===== src/design/wwrt_pkg.sv =====
// Shared constants and types for the warm reset watchdog timer
`default_nettype none

package wwrt_pkg;

	// ==========================================================
	// Clock and default timeout
	// ==========================================================
	localparam int unsigned CLK_FREQ_KHZ  = 250000;   // core_clk rate, 4 ns period
	localparam int unsigned TMO_DEF_MS    = 2;        // Default timeout, milliseconds
	localparam int unsigned TMO_DEF_CYC   = TMO_DEF_MS * CLK_FREQ_KHZ;

	// ==========================================================
	// Counter and reset pulse shaping
	// ==========================================================
	localparam int unsigned CNT_W_DEF     = 32;       // Default counter width
	localparam int unsigned RST_HOLD_CYC  = 8;        // Cycles the reset output stays high
	localparam int unsigned HOLD_W        = 4;        // Width of the hold counter
	localparam logic [HOLD_W-1:0] HOLD_LOAD = HOLD_W'(RST_HOLD_CYC - 1);
	localparam logic [HOLD_W-1:0] HOLD_ZERO = 4'h0;

	// ==========================================================
	// Control states, Gray coded along off -> run -> fire
	// ==========================================================
	typedef enum logic [1:0] {
		WWRT_OFF  = 2'h0,
		WWRT_RUN  = 2'h1,
		WWRT_FIRE = 2'h3
	} wwrt_state_t;

endpackage

`default_nettype wire


===== src/design/wwrt_cnt_if.sv =====
// Link between the watchdog control logic and its tick counter
`timescale 1ns/1ps
`default_nettype none

interface wwrt_cnt_if #(
	parameter int unsigned CW = 32
);
	logic          clear;
	logic          run;
	logic [CW-1:0] limit;
	logic [CW-1:0] count;
	logic          hit;

	// ==========================================================
	// Control side and counter side
	// ==========================================================
	modport ctl (output clear, output run, output limit, input count, input hit);
	modport cnt (input clear, input run, input limit, output count, output hit);
endinterface

`default_nettype wire


===== src/design/wwrt_counter.sv =====
// Tick counter of the warm reset watchdog
`timescale 1ns/1ps
`default_nettype none

module wwrt_counter #(
	parameter int unsigned CW = 32
) (
	input  wire logic core_clk,
	input  wire logic sys_rst,
	wwrt_cnt_if.cnt   bus
);
	import wwrt_pkg::*;

	logic [CW-1:0] count;
	logic [CW-1:0] next_count;

	// ==========================================================
	// Count one step per clock while running
	// ==========================================================
	always_comb begin
		next_count = count;
		if (bus.clear) begin
			next_count = '0;
		end else if (bus.run) begin
			next_count = count + CW'(1);
		end
	end

	always_ff @(posedge core_clk) begin
		if (sys_rst) begin
			count <= '0;
		end else begin
			count <= next_count;
		end
	end

	// Greater-or-equal so a limit lowered below the count still fires
	assign bus.count = count;
	assign bus.hit   = bus.run && (count >= bus.limit);
endmodule

`default_nettype wire


===== src/design/wwrt_top.sv =====
// Warm reset watchdog timer: control, timeout selection and reset output
`timescale 1ns/1ps
`default_nettype none

module wwrt_top #(
	parameter int unsigned CW          = wwrt_pkg::CNT_W_DEF,
	parameter int unsigned TMO_DEF_CYC = wwrt_pkg::TMO_DEF_CYC
) (
	input  wire logic          core_clk,
	input  wire logic          sys_rst,
	input  wire logic          warm_rst_in,
	input  wire logic          ctrl_wr,
	input  wire logic          ctrl_enable,
	input  wire logic          tmo_wr,
	input  wire logic [CW-1:0] tmo_value,
	output var  logic          enabled,
	output var  logic [CW-1:0] tmo_sel,
	output var  logic          warm_rst_out,
	output var  logic          wd_rst_out
);
	import wwrt_pkg::*;

	// ==========================================================
	// Elaboration checks
	// ==========================================================
	// Widths past 32 are refused before the bound check shifts a 64-bit one
	generate
		if (CW < 2 || CW > 32) begin : g_bad_width
			$error("Counter width must be 2 to 32");
		end
		if (TMO_DEF_CYC < 1 || (CW < 32 && TMO_DEF_CYC >= (64'h1 << CW))) begin : g_bad_tmo
			$error("Default timeout does not fit the counter");
		end
	endgenerate

	localparam logic [CW-1:0] TMO_DEF = CW'(TMO_DEF_CYC);

	// ==========================================================
	// State and next values
	// ==========================================================
	wwrt_state_t       state;
	wwrt_state_t       next_state;
	logic [HOLD_W-1:0] hold;
	logic [HOLD_W-1:0] next_hold;
	logic [CW-1:0]     next_tmo_sel;
	logic              next_enabled;
	logic              next_warm_rst_out;
	logic              next_wd_rst_out;
	logic              sw_enable;
	logic              sw_disable;

	wwrt_cnt_if #(.CW(CW)) cnt_bus ();

	wwrt_counter #(.CW(CW)) u_counter (
		.core_clk (core_clk),
		.sys_rst  (sys_rst),
		.bus      (cnt_bus)
	);

	// Write strobe split by its data bit
	assign sw_enable  = ctrl_wr && ctrl_enable;
	assign sw_disable = ctrl_wr && !ctrl_enable;

	// Run and limit come from registered state only, never from the decision
	// logic below, so the counter's hit flag cannot loop back through it.
	// An outside warm reset stops the step in its own cycle.
	assign cnt_bus.run   = (state == WWRT_RUN) && !warm_rst_in;
	assign cnt_bus.limit = tmo_sel;

	// ==========================================================
	// Control decisions
	// ==========================================================
	// Expiry outranks every software request in the same cycle, so a late
	// disable or timeout write cannot rescue a period that already ran out.
	always_comb begin
		next_state        = state;
		next_hold         = hold;
		next_tmo_sel      = tmo_sel;
		next_warm_rst_out = 1'b0;
		cnt_bus.clear     = 1'b0;
		if (tmo_wr) begin
			next_tmo_sel = tmo_value;
		end
		if (warm_rst_in) begin
			next_tmo_sel  = TMO_DEF;
			cnt_bus.clear = 1'b1;
		end
		case (state)
			WWRT_OFF: begin
				cnt_bus.clear = 1'b1;
				if (sw_enable) begin
					next_state = WWRT_RUN;
				end
			end
			WWRT_RUN: begin
				// Hit is already gated off by an outside warm reset this cycle
				if (cnt_bus.hit) begin
					next_state        = WWRT_FIRE;
					next_hold         = HOLD_LOAD;
					next_warm_rst_out = 1'b1;
					next_tmo_sel      = TMO_DEF;
					cnt_bus.clear     = 1'b1;
				end else if (sw_disable) begin
					next_state    = WWRT_OFF;
					cnt_bus.clear = 1'b1;
				end
			end
			WWRT_FIRE: begin
				// Disable writes are ignored until the reset output has ended
				cnt_bus.clear = 1'b1;
				if (hold == HOLD_ZERO) begin
					next_state = WWRT_RUN;
				end else begin
					next_hold = hold - HOLD_W'(1);
				end
			end
			default: begin
				next_state    = WWRT_OFF;
				cnt_bus.clear = 1'b1;
			end
		endcase
		next_enabled    = (next_state != WWRT_OFF);
		next_wd_rst_out = (next_state == WWRT_FIRE);
	end

	// ==========================================================
	// Registers; power-on reset freezes everything disabled
	// ==========================================================
	always_ff @(posedge core_clk) begin
		if (sys_rst) begin
			state        <= WWRT_OFF;
			hold         <= HOLD_ZERO;
			tmo_sel      <= TMO_DEF;
			enabled      <= 1'b0;
			warm_rst_out <= 1'b0;
			wd_rst_out   <= 1'b0;
		end else begin
			state        <= next_state;
			hold         <= next_hold;
			tmo_sel      <= next_tmo_sel;
			enabled      <= next_enabled;
			warm_rst_out <= next_warm_rst_out;
			wd_rst_out   <= next_wd_rst_out;
		end
	end
endmodule

`default_nettype wire


===== config.mk =====
export PLATFORM = sky130hd
export DESIGN_NAME = wwrt_top
export DESIGN_NICKNAME = d
export VERILOG_FILES = /design/src/design/wwrt_pkg.sv /design/src/design/wwrt_cnt_if.sv /design/src/design/wwrt_counter.sv /design/src/design/wwrt_top.sv
export SDC_FILE = /design/constraint.sdc
export NUM_CORES = 1
export LEC_CHECK = 0
export BUFFER_PORTS_ARGS = -buffer_cell sky130_fd_sc_hd__buf_2
export CORE_MARGIN = 2
export CORE_UTILIZATION = 58
export DETAILED_ROUTE_END_ITERATION = 8
export GPL_ROUTABILITY_DRIVEN = 0
export GPL_TIMING_DRIVEN = 0
export PLACE_DENSITY = 0.88
export SLEW_MARGIN = 20
export SYNTH_ARGS = -nofsm -noshare
export SYNTH_HDL_FRONTEND = slang
export SYNTH_SLANG_ARGS = --single-unit

===== constraint.sdc =====
create_clock -name core_clk -period 6.6 [get_ports core_clk]
set_input_delay 0.33 -clock core_clk [delete_from_list [all_inputs] [get_ports core_clk]]
set_output_delay 0.33 -clock core_clk [all_outputs]
set_load 0.01 [all_outputs]

## Word-level counts from Yosys, hierarchy flattened

Cells that the tools add are included.

| storage, ports and cells | value |
|---|---|
| output and inout bits | 35 |
| logic and storage cells | 46 |
| bits in registers | 73 |

| operators by class | value |
|---|---|
| magnitude comparators | 1 |
| muxes and demuxes | 17 |
| equality and inequality tests | 5 |
| $add $sub $neg | 2 |
| bitwise gates (word level) | 1 |
| reductions and logical operators | 13 |

Operators with widths:

| kind | count |
|---|---|
| 32-bit two-way mux | 4 |
| 32-bit by 1-bit adder with 32-bit output, second input constant | 1 |
| 32-bit greater-or-equal comparator | 1 |
| 2-bit two-way mux | 4 |
| 4-bit two-way mux | 2 |
| 4-bit case mux with 2 select lines | 1 |
| 2-bit case mux with 3 select lines | 1 |
| 1-bit two-way mux | 5 |
| 2-bit equality test, second input constant | 2 |
| 1-bit logical AND | 4 |
| 4-bit zero test | 1 |
| 2-bit inequality test, second input constant | 2 |
| 2-bit nonzero test | 2 |
| 2-bit OR reduction | 2 |
| 4-bit by 1-bit subtractor with 4-bit output, second input constant | 1 |
| 3-bit AND reduction | 1 |
| 2-bit by 1-bit equality test with 1-bit output, second input constant | 1 |
| 1-bit zero test | 2 |
| 2-bit zero test | 1 |
| 1-bit NOT | 1 |

## Logic depth before layout (Yosys ltp)

Gate-level depths: netlist of run 1.

| depth | value |
|---|---|
| depth in word-level cells | 6 |
| depth in mapped cells | 11 |

## By module

A second synthesis of run 1 with hierarchy kept.

| unflattened totals | value |
|---|---|
| cells, all modules | 425 |
| area, all modules | 3,866.2 µm² |

Modules (own cells, without submodules):

| module | times used | cells each | area an instance (µm²) |
|---|---|---|---|
| wwrt_counter | 1 | 274 | 2,337.2 |
| wwrt_top | 1 | 151 | 1,529.0 |

## Worst setup path before layout of run 1

OpenSTA, ideal clock, no wires.

| timing path | value |
|---|---|
| path type | flip-flop to flip-flop |
| start point | reg u_counter.count[0], in the netlist u_counter.bus.count[0] |
| end point | reg tmo_sel[13] |
| path buffers | 2 |
| cell stages (with the launch flop) | 12 |
| setup time | 0.120 ns |
| required time | 6.480 ns |
| clock period less this slack | 2.754 ns |
| arrival | 2.634 ns |
| setup slack | 3.846 ns |
| path through | dfxtp_1 -> inv_1 -> ha_1 -> nand2b_4 -> a2111oi_4 -> o21bai_1 -> a2111o_1 -> a21bo_2 -> or3_1 -> buf_2 -> buf_6 -> a211o_1 |

| on the way | value |
|---|---|
| longest elaborated chain between the ends | 4 |

RTL lines:

| element | RTL line | source |
|---|---|---|
| start: declaration | wwrt_counter.sv:14 | `logic [CW-1:0] count;` |
| start signal: assignment | wwrt_counter.sv:33 | `count <= next_count;` |
| 32-bit greater-or-equal comparator | wwrt_counter.sv:39 | `assign bus.hit = bus.run && (count >= bus.limit);` |
| 1-bit logical AND | wwrt_counter.sv:39 |  |
| 32-bit two-way mux | wwrt_top.sv:97 | `if (cnt_bus.hit) begin` |
| 32-bit two-way mux | wwrt_top.sv:88 | `case (state)` |
| end signal: assignment | wwrt_top.sv:140 | `tmo_sel <= next_tmo_sel;` |
| end: declaration | wwrt_top.sv:17 | `output var logic [CW-1:0] tmo_sel,` |

No other way between the ends.
A chain may end at the register's enable or synchronous reset.

## Final worst setup path of run 1

| timing path | value |
|---|---|
| start point | reg u_counter.count[0], in the netlist u_counter.bus.count[0] |
| end point | reg tmo_sel[16] |

Same word-level chain as after synthesis.

==> flow_summary.toml, run 1 <==
[power_and_ir_drop]
ir_worst_vdd_mv = 0.140
power_w = 0.000920
p_leak_nw = 1.93
p_per_area_nw_per_um2 = 212

[drt]
drcViolationCount = 0
wl_per_cell_um = 13.6
ant_nets = 0
totalWireLength_mm = 7.86
drt_iter0_drc = 95
num_vias = 3119
routed_via_density = 5.40
dr.pass1.iters = 4

[logic_synthesis]
synthMuxAreaShare_pct = 6.81
yosys.area_share.simple_pct = 19.9
syn_area_per_cell_um2 = 8.81
synthAdderAreaFrac_pct = 11.6
synth_warnings = 0
synth-edff-count = 0
synthFlopType = "dfxtp_1"
synthXorXnorAreaFrac_pct = 7.63
synth_cell_type_count = 42
syn_area_um2 = 3670
synth-compound-area-share_pct = 8.85
synth_fp_nets = 489
synth-seq-cells = 73
async_flop_share_pct = 0
synth_top_family_by_area = "simple AND/OR/NAND/NOR gates"
ys_seq_area_share_pct = 39.8
netlist_instances = 417

[place]
port_buffers = 70
dp_hpwl_mm = 6.06
dpl_cell_area_um2 = 4120

[sta]
rsz0062_at_grt = "false"
fmax_mhz = 325
min_period_ns = 3.07
finalSetupViolations = 0
final.setup.tns_ns = 0
finalCritPeriodShare_pct = 46.6
finalHoldViolCount = 0
fin_worst_skew_ns = 0.00502
holdWs_ns = 0.182
tightest_slew_ns = 0.800
max_slew_margin_pct = 46.7
slew_viol_final = 0

[clock_tree]
clock-root-buffer = "clkbuf_8"
h-tree-depth = 3
cts_tree = "done"
cts_sinks = 73
clk_pin_slew_ns = 0.08
postCtsResizedCells = 0
cts_inserted_buffers = 9
cts.path.max_buffers = 2
worstSkewPairLatency_ns = 0.35
hold_buffers = 0
cts_setup_buffers = 0

[critical_path]
cp.required_ns = 6.84
crit_path_top_delay_cell = "a2111o_1"
r2r_slack_ns = 3.53
crit_type = "flip-flop to flip-flop"
crit_path_end_kind = "flip-flop"
cpPeakStageDelay_ns = 0.44
cp_max_fo = 10
path_cells = "inv_1 -> ha_1 -> nand2b_4 -> a2111oi_4 -> o21bai_1 -> a2111o_1 -> a21bo_2 -> or3_1 -> buf_2 -> buf_6 -> a211o_1"
crit_arrival_ns = 3.31
crit_path_start_kind = "flip-flop"

[global_route]
grt_max_degree = 13
grt_pass1_wl_mm = 13.3
antenna_found_initial = 0
first_global_vias = 3031
track_usage_pct = 23.1
grt_overflow = 0

[finish]
final_cell_mix = "84 x nor2_1, 73 x dfxtp_1, 71 x buf_2"
postLayoutCoreUtil_pct = 72.2
final_common_cell = "nor2_1"
area_delta_synth_final_pct = 18.3
final_net_count = 570
final_layout_size_suffix_gt1_share_pct = 19.1
fill_cells = 471
fin_area_um2 = 4350
antennaDiodeCount = 0

[run]
max-cap-violations = 0

[floorplan]
die_y_um = 83.6
rows = 28
die_width_um = 83.6
initial_utilization_pct = 61.0
die_area_um2 = 6990
ioPinCount = 73
core_um2 = 6030

[run_status]
outcome = "completed"

[hold_path]
hp-class = "primary input to flip-flop"
[Yosys cell counts (all sizes together), types with 3 or more instances]
| cell | n | area share [%] |
|---|---|---|
| a211o | 7 | 1.7 |
| a21oi | 12 | 1.6 |
| and3 | 4 | 0.68 |
| and4 | 5 | 1.2 |
| clkbuf | 10 | 1.0 |
| dfxtp | 73 | 40 |
| ha | 34 | 12 |
| inv | 39 | 4.0 |
| mux2i | 25 | 6.8 |
| nand2 | 21 | 2.1 |
| nand3 | 13 | 1.8 |
| nand4 | 10 | 1.7 |
| nor2 | 84 | 8.6 |
| nor3 | 7 | 0.95 |
| nor3b | 3 | 0.75 |
| o21ai | 8 | 1.1 |
| xnor2 | 11 | 2.6 |
| xor2 | 21 | 5.0 |
[state kept, by name (all words and copies together) (netlist names)]
register / cells
u_counter.bus.count: 32
state: 2
enabled: 1
warm_rst_out: 1
wd_rst_out: 1
hold: 4
tmo_sel: 32
[area by class of cell]
class	instances	area (um^2)	share of cell area [%]
plain buffers	12	53.8	1.24
multi-input cells	293	2010	46.3
clock buffers	11	151	3.48
repair buffers	70	350	8.06
clock inverters	5	77.6	1.78
inverters	39	146	3.37
well taps	75	93.8	2.16
flip-flops and latches	73	1460	33.6
[cell families (layout without fill, tap and decap cells)]
group                      after synthesis  after routing
DFF                                     73             73
muxes                                   25             25
and+or+nand+nor                        158            158
AOI/OAI and AO/OA                       44             44
xor gates and xnor gates                32             32
buffers and inverters                   51            137
adders and majority gates               34             34
[critical path: cells and delay by family (launching register included)]
kind	cells	cell delay (ns)
flops	1	0.40
simple gates	2	0.47
buf+inv	3	0.39
compound gates	5	1.43
fa+ha+maj	1	0.27
[worst paths after layout]
check | startpoint | cells after the start | endpoint
max | u_counter.bus.count[0] | 11 | tmo_sel[16]
min | tmo_value[15] | 2 | tmo_sel[15]
max reg2reg | u_counter.bus.count[0] | 11 | tmo_sel[16]
min reg2reg | hold[0] | 2 | hold[0]
[layer usage]
layer  GRT usage, %  vias up  share of wire (%)
met2           39.5       85                 50
met4           9.53        0                2.4
met3           5.64       18                5.7
met1           27.6     1450                 42
met5              0        -                  0
li1               -     1566                  -
[report_power, final]
part / switching [W] / leakage [nW] / total, W / internal, W
logic: 0.0000364 / 1.23 / 0.0000671 / 0.0000306
clock network: 0.000168 / 0.115 / 0.000400 / 0.000232
registers: 0.00000482 / 0.592 / 0.000452 / 0.000448
total: 0.000209 / 1.93 / 0.000920 / 0.000710
[stage by stage]
stage / cells / worst slack [ns]
2_1_floorplan: 417 / 3.85
3_3_place_gp: 562 / 3.60
3_5_place_dp: 562 / 3.56
4_1_cts: 578 / 3.54
5_1_grt: 578 / 3.35
6_report: 578 / 3.53
Power figures use the tool's default switching activity.
==> run 2: changes to the inputs <==
CORE_UTILIZATION = 55   (was 58)
PLACE_DENSITY = 0.85   (was 0.88)
clock period = 2.9 ns   (was 6.6 ns; I/O delays follow)
==> run 2 against run 1 <==
The run now ends with DRC left; sequential power up 130%; clock power is 73% higher; flip-flop and latch count unchanged; critical path depth is 1 lower; largest power group unchanged; largest cell class unchanged; utilization is 3.9 points lower; non-clock buffer count increased by 8; wire length up 2.5%; clock skew is 0.0052 ns higher; combinational power increased by 140%.
==> flow_summary.toml, run 2 (same netlist as run 1, synthesis figures left out) <==
[run_status]
outcome = "complete, but fails checks"
failed_checks = "DRC"

[finish]
final_cell_mix = "84 x nor2_1, 71 x dfxtp_1, 70 x buf_2"
final_common_cell = "nor2_1"
antennaDiodeCount = 0
final_net_count = 578
final_cell_count_no_fill = 588
fill_cells = 527
fin_area_um2 = 4380
final_layout_size_suffix_gt1_share_pct = 20.5
reg_top3 = "tmo_sel (32), u_counter.bus.count (32), hold (4)"
area_delta_synth_final_pct = 19.3

[critical_path]
crit_path_start_kind = "flip-flop"
crit_type = "flip-flop to flip-flop"
reg2regPathDepth = 10
crit_arrival_ns = 3.08
crit_path_end_kind = "flip-flop"
cp.required_ns = 3.19
cp_max_fo = 10
cpPeakStageDelay_ns = 0.44
crit_path_top_delay_cell = "a2111o_1"
worst-path-stages = 10
path_buf_inv = 2
path_cells = "inv_1 -> ha_1 -> nand2b_4 -> a2111oi_4 -> o21bai_1 -> a2111o_1 -> a211oi_1 -> o2111ai_1 -> clkbuf_2 -> nor2_1"
cpLargestDelayFamily = "compound AO/OA/AOI/OAI gates"

[clock_tree]
clock-root-buffer = "clkbuf_8"
h-tree-depth = 3
worstSkewPairLatency_ns = 0.36
cts_sinks = 73
cts_inserted_buffers = 9
clk_pin_slew_ns = 0.08
cts.path.max_buffers = 2
cts_tree = "done"

[place]
dpl_cell_area_um2 = 4120
preCtsSetupSlack_ns = -0.139
port_buffers = 70
dp_hpwl_mm = 5.99
post-place-cells = 564

[power_and_ir_drop]
p_per_area_nw_per_um2 = 430
sw_frac_of_total_pct = 25.6
ir_worst_vdd_mv = 0.313
p_sw_w = 0.000482
p_int_w = 0.00140
p_leak_nw = 1.95
pwr-share-clk_pct = 36.7
power_w = 0.00189
p_seq_share_pct = 54.6
p_comb_share_pct = 8.6

[floorplan]
initial_utilization_pct = 57.2
rows = 29
die_area_um2 = 7350
die_width_um = 85.7
core_um2 = 6420
ioPinCount = 73
die_y_um = 85.7

[global_route]
antenna_found_initial = 0
grt_max_degree = 13
grt_pass1_wl_mm = 13.4
grt_overflow = 0
track_usage_pct = 23.1
first_global_vias = 3126

[sta]
rsz0062_at_grt = "false"
finalCritPeriodShare_pct = 96.2
max_slew_margin_pct = 49.2
slew_viol_final = 0
final.setup.tns_ns = 0
fmax_mhz = 358
tightest_slew_ns = 0.763
finalSetupViolations = 0
finalHoldViolCount = 0
fin_ws_ns = 0.109
fin_worst_skew_ns = 0.0102
min_period_ns = 2.79

[drt]
routed_via_density = 5.37
drcViolationCount = 5
num_vias = 3157
wl_per_cell_um = 13.7
drt_iter0_drc = 148
totalWireLength_mm = 8.05
ant_nets = 0
dr.pass1.iters = 6

[hold_path]
hp-class = "primary input to flip-flop"
whs_path_depth = 3

[run]
max-cap-violations = 0
-- run 2: cell types whose count changed in the layout (fill, tap and decap cells not counted), moves of 2 or more --
cell,delta
bufinv_16,-2
clkbuf_2,+5
clkbuf_8,-2
clkinvlp_4,+2
dfxtp_1,-2
clkbuf_1,-3
dlygate4sd3_1,+5
dfxtp_2,+2
buf_4,+4
-- run 2: final cells by class --
cell class | count | area, um^2 | share of cell area, %
buffer | 11 | 58.8 | 1.34
clock buffer | 11 | 131 | 3.00
clock inverter | 5 | 32.5 | 0.742
inverter | 39 | 146 | 3.34
multi-input combinational | 293 | 2020 | 46.2
sequential | 73 | 1460 | 33.4
tap | 77 | 96.3 | 2.20
timing repair buffer | 79 | 430 | 9.82
-- run 2: worst paths after layout --
kind | slack [ns] | to | start
max | 0.11 | u_counter.bus.count[23] | u_counter.bus.count[0]
min reg2reg | 0.52 | tmo_sel[1] | tmo_sel[1]
min | 0.02 | tmo_sel[27] | tmo_value[27]
max reg2reg | 0.11 | u_counter.bus.count[23] | u_counter.bus.count[0]
-- run 2: power groups by stage --
stage	logic [W]	clock network, W	registers [W]
final	0.000163	0.000692	0.00103
after CTS	0.000163	0.000698	0.00103
after global placement	0.000148	0	0.00105
after floorplan	0.0000830	0	0.00106
after global routing	0.000182	0.000748	0.00103
after detailed placement	0.000154	0	0.00105
-- run 2: repair_timing --
action	CTS	global route
pin swaps	4	3
gates resized for setup	7	9
endpoints found under the setup margin	57	60
buffers inserted	4	0
endpoints found under the hold margin	3	2
hold buffers	3	2
-- run 2: metal layers --
layer  track usage (%)  up-vias  part of all wire [%]
met3              6.83       22                   5.4
met2              40.9       82                    50
met4              9.24        0                   2.6
li1                  -     1584                     -
met5                 0        -                     0
met1              26.0     1469                    42
-- run 2: worst reg2reg max path: stages, from the launching register on --
cell and delay [ns]:
dfxtp_2 0.33, inv_1 0.04, ha_1 0.26, nand2b_4 0.15
a2111oi_4 0.27, o21bai_1 0.15, a2111o_1 0.44, a211oi_1 0.36
o2111ai_1 0.31, clkbuf_2 0.29, nor2_1 0.13
-- run 2: through the flow --
stage,hold slack (ns),utilization (%)
after floorplan,0.267,-
after global placement,0.352,64.2
after detailed placement,0.357,64.2
after CTS,0.00161,68.0
after global routing,0.0172,68.3
final,0.0193,68.3
==> run 3: changes to the inputs <==
CTS_CLUSTER_DIAMETER = 60   (was default)
MAX_ROUTING_LAYER = met4   (was default)
==> run 3 against run 2 <==
The run still ends with DRC left; via count increased by 0.51%; fmax decreased by 1.2%; clock skew increased by 0.0011 ns; count of clock-buffer cells in the layout unchanged; die area unchanged; largest cell class unchanged.
==> flow_summary.toml, run 3 (same netlist as run 1, synthesis figures left out) <==
[clock_tree]
cts.path.max_buffers = 2
h-tree-depth = 3
cts_sinks = 73
worstSkewPairLatency_ns = 0.35
cts_tree = "done"
clock-root-buffer = "clkbuf_8"
cts_inserted_buffers = 9
clk_pin_slew_ns = 0.08

[finish]
final_cell_mix = "84 x nor2_1, 71 x dfxtp_1, 70 x buf_2"
final_cell_count_no_fill = 588
reg_top3 = "tmo_sel (32), u_counter.bus.count (32), hold (4)"
final_layout_size_suffix_gt1_share_pct = 20.7
fill_cells = 524
fin_area_um2 = 4390
area_delta_synth_final_pct = 19.5
postLayoutCoreUtil_pct = 68.4
final_net_count = 578
antennaDiodeCount = 0
final_common_cell = "nor2_1"

[place]
post-place-cells = 564
dp_hpwl_mm = 5.99
preCtsSetupSlack_ns = -0.139
dpl_cell_area_um2 = 4120
port_buffers = 70

[critical_path]
crit_type = "flip-flop to flip-flop"
cp_max_fo = 10
cpLargestDelayFamily = "compound AO/OA/AOI/OAI gates"
reg2regPathDepth = 10
cpPeakStageDelay_ns = 0.44
worst-path-stages = 10
crit_path_top_delay_cell = "a2111o_1"
cp.required_ns = 3.18
crit_arrival_ns = 3.10
path_cells = "inv_1 -> ha_1 -> nand2b_4 -> a2111oi_4 -> o21bai_1 -> a2111o_1 -> a211oi_1 -> o2111ai_2 -> clkbuf_2 -> nor2_1"
crit_path_start_kind = "flip-flop"
r2r_slack_ns = 0.08
crit_path_end_kind = "flip-flop"
path_buf_inv = 2

[hold_path]
hp-class = "primary input to flip-flop"
whs_path_depth = 3

[drt]
ant_nets = 0
totalWireLength_mm = 8.15
dr.pass1.iters = 9
drt_iter0_drc = 181
wl_per_cell_um = 13.9
drcViolationCount = 5
routed_via_density = 5.40
num_vias = 3173

[power_and_ir_drop]
ir_worst_vdd_mv = 0.315
p_leak_nw = 1.95
p_per_area_nw_per_um2 = 429

[global_route]
grt_pass1_wl_mm = 13.4
grt_overflow = 0
first_global_vias = 3114
track_usage_pct = 23.8
grt_max_degree = 13
antenna_found_initial = 0

[floorplan]
die_area_um2 = 7350
rows = 29
initial_utilization_pct = 57.2
ioPinCount = 73
core_um2 = 6420
die_width_um = 85.7
die_y_um = 85.7

[sta]
tightest_slew_ns = 0.763
slew_viol_final = 0
fin_ws_ns = 0.0752
max_slew_margin_pct = 49.1
fmax_mhz = 354
finalHoldViolCount = 0
min_period_ns = 2.82
finalSetupViolations = 0
finalCritPeriodShare_pct = 97.4
holdWs_ns = 0.0260
fin_worst_skew_ns = 0.0113

[run]
max-cap-violations = 0

[run_status]
outcome = "complete, but fails checks"
failed_checks = "DRC"
run 3: changes by cell type in the layout (fill, tap and decap cells not counted):
cell,before,now
o2111ai_1,1,0
o2111ai_2,0,1
run 3: final timing paths:
check                          from                 endpoint
max reg2reg  u_counter.bus.count[0]  u_counter.bus.count[23]
min                   tmo_value[27]              tmo_sel[27]
min reg2reg              tmo_sel[1]               tmo_sel[1]
max          u_counter.bus.count[0]  u_counter.bus.count[23]
run 3: per-stage QoR:
step	total power (W)	TNS, ns
2_1_floorplan	0.00114	0
3_3_place_gp	0.00120	-1.21
3_5_place_dp	0.00121	-3.21
4_1_cts	0.00189	0
6_report	0.00188	0
5_1_grt	0.00196	-1.36
run 3: routing by layer:
layer / wire length (um) / global-route usage (%) / vias to the layer above
met4: 235 / 11.8 / 0
met3: 372 / 4.52 / 22
met5: 0 / - / -
li1: - / - / 1581
met1: 3480 / 26.4 / 1485
met2: 4060 / 40.8 / 85
run 3: where the power goes:
part	internal [W]	switching, W
clock	0.000308	0.000380
combinational	0.0000773	0.0000868
sequential	0.00102	0.0000115
total	0.00140	0.000479
run 3: final cells by class:
cell class	instances	area (um^2)	share of cell area, %
Tap cell	77	96.3	2.19
Multi-Input combinational cell	293	2030	46.3
Inverter	39	146	3.33
Sequential cell	73	1460	33.3
Clock inverter	5	32.5	0.741
Buffer	11	58.8	1.34
Clock buffer	11	131	2.99
Timing Repair Buffer	79	430	9.80
run 3: tightest hold or removal path, cell delays in order:
cell,delay [ns]
buf_2,0.07
mux2i_1,0.05
nor2_1,0.07
run 3: timing repair:
item / in CTS / in global routing
pin swaps: 4 / 3
hold buffers: 3 / 2
endpoints found under the hold margin: 3 / 2
setup endpoints to repair: 57 / 60
gates resized for setup: 7 / 10
cloned: 0 / 0
buffers inserted: 4 / 0
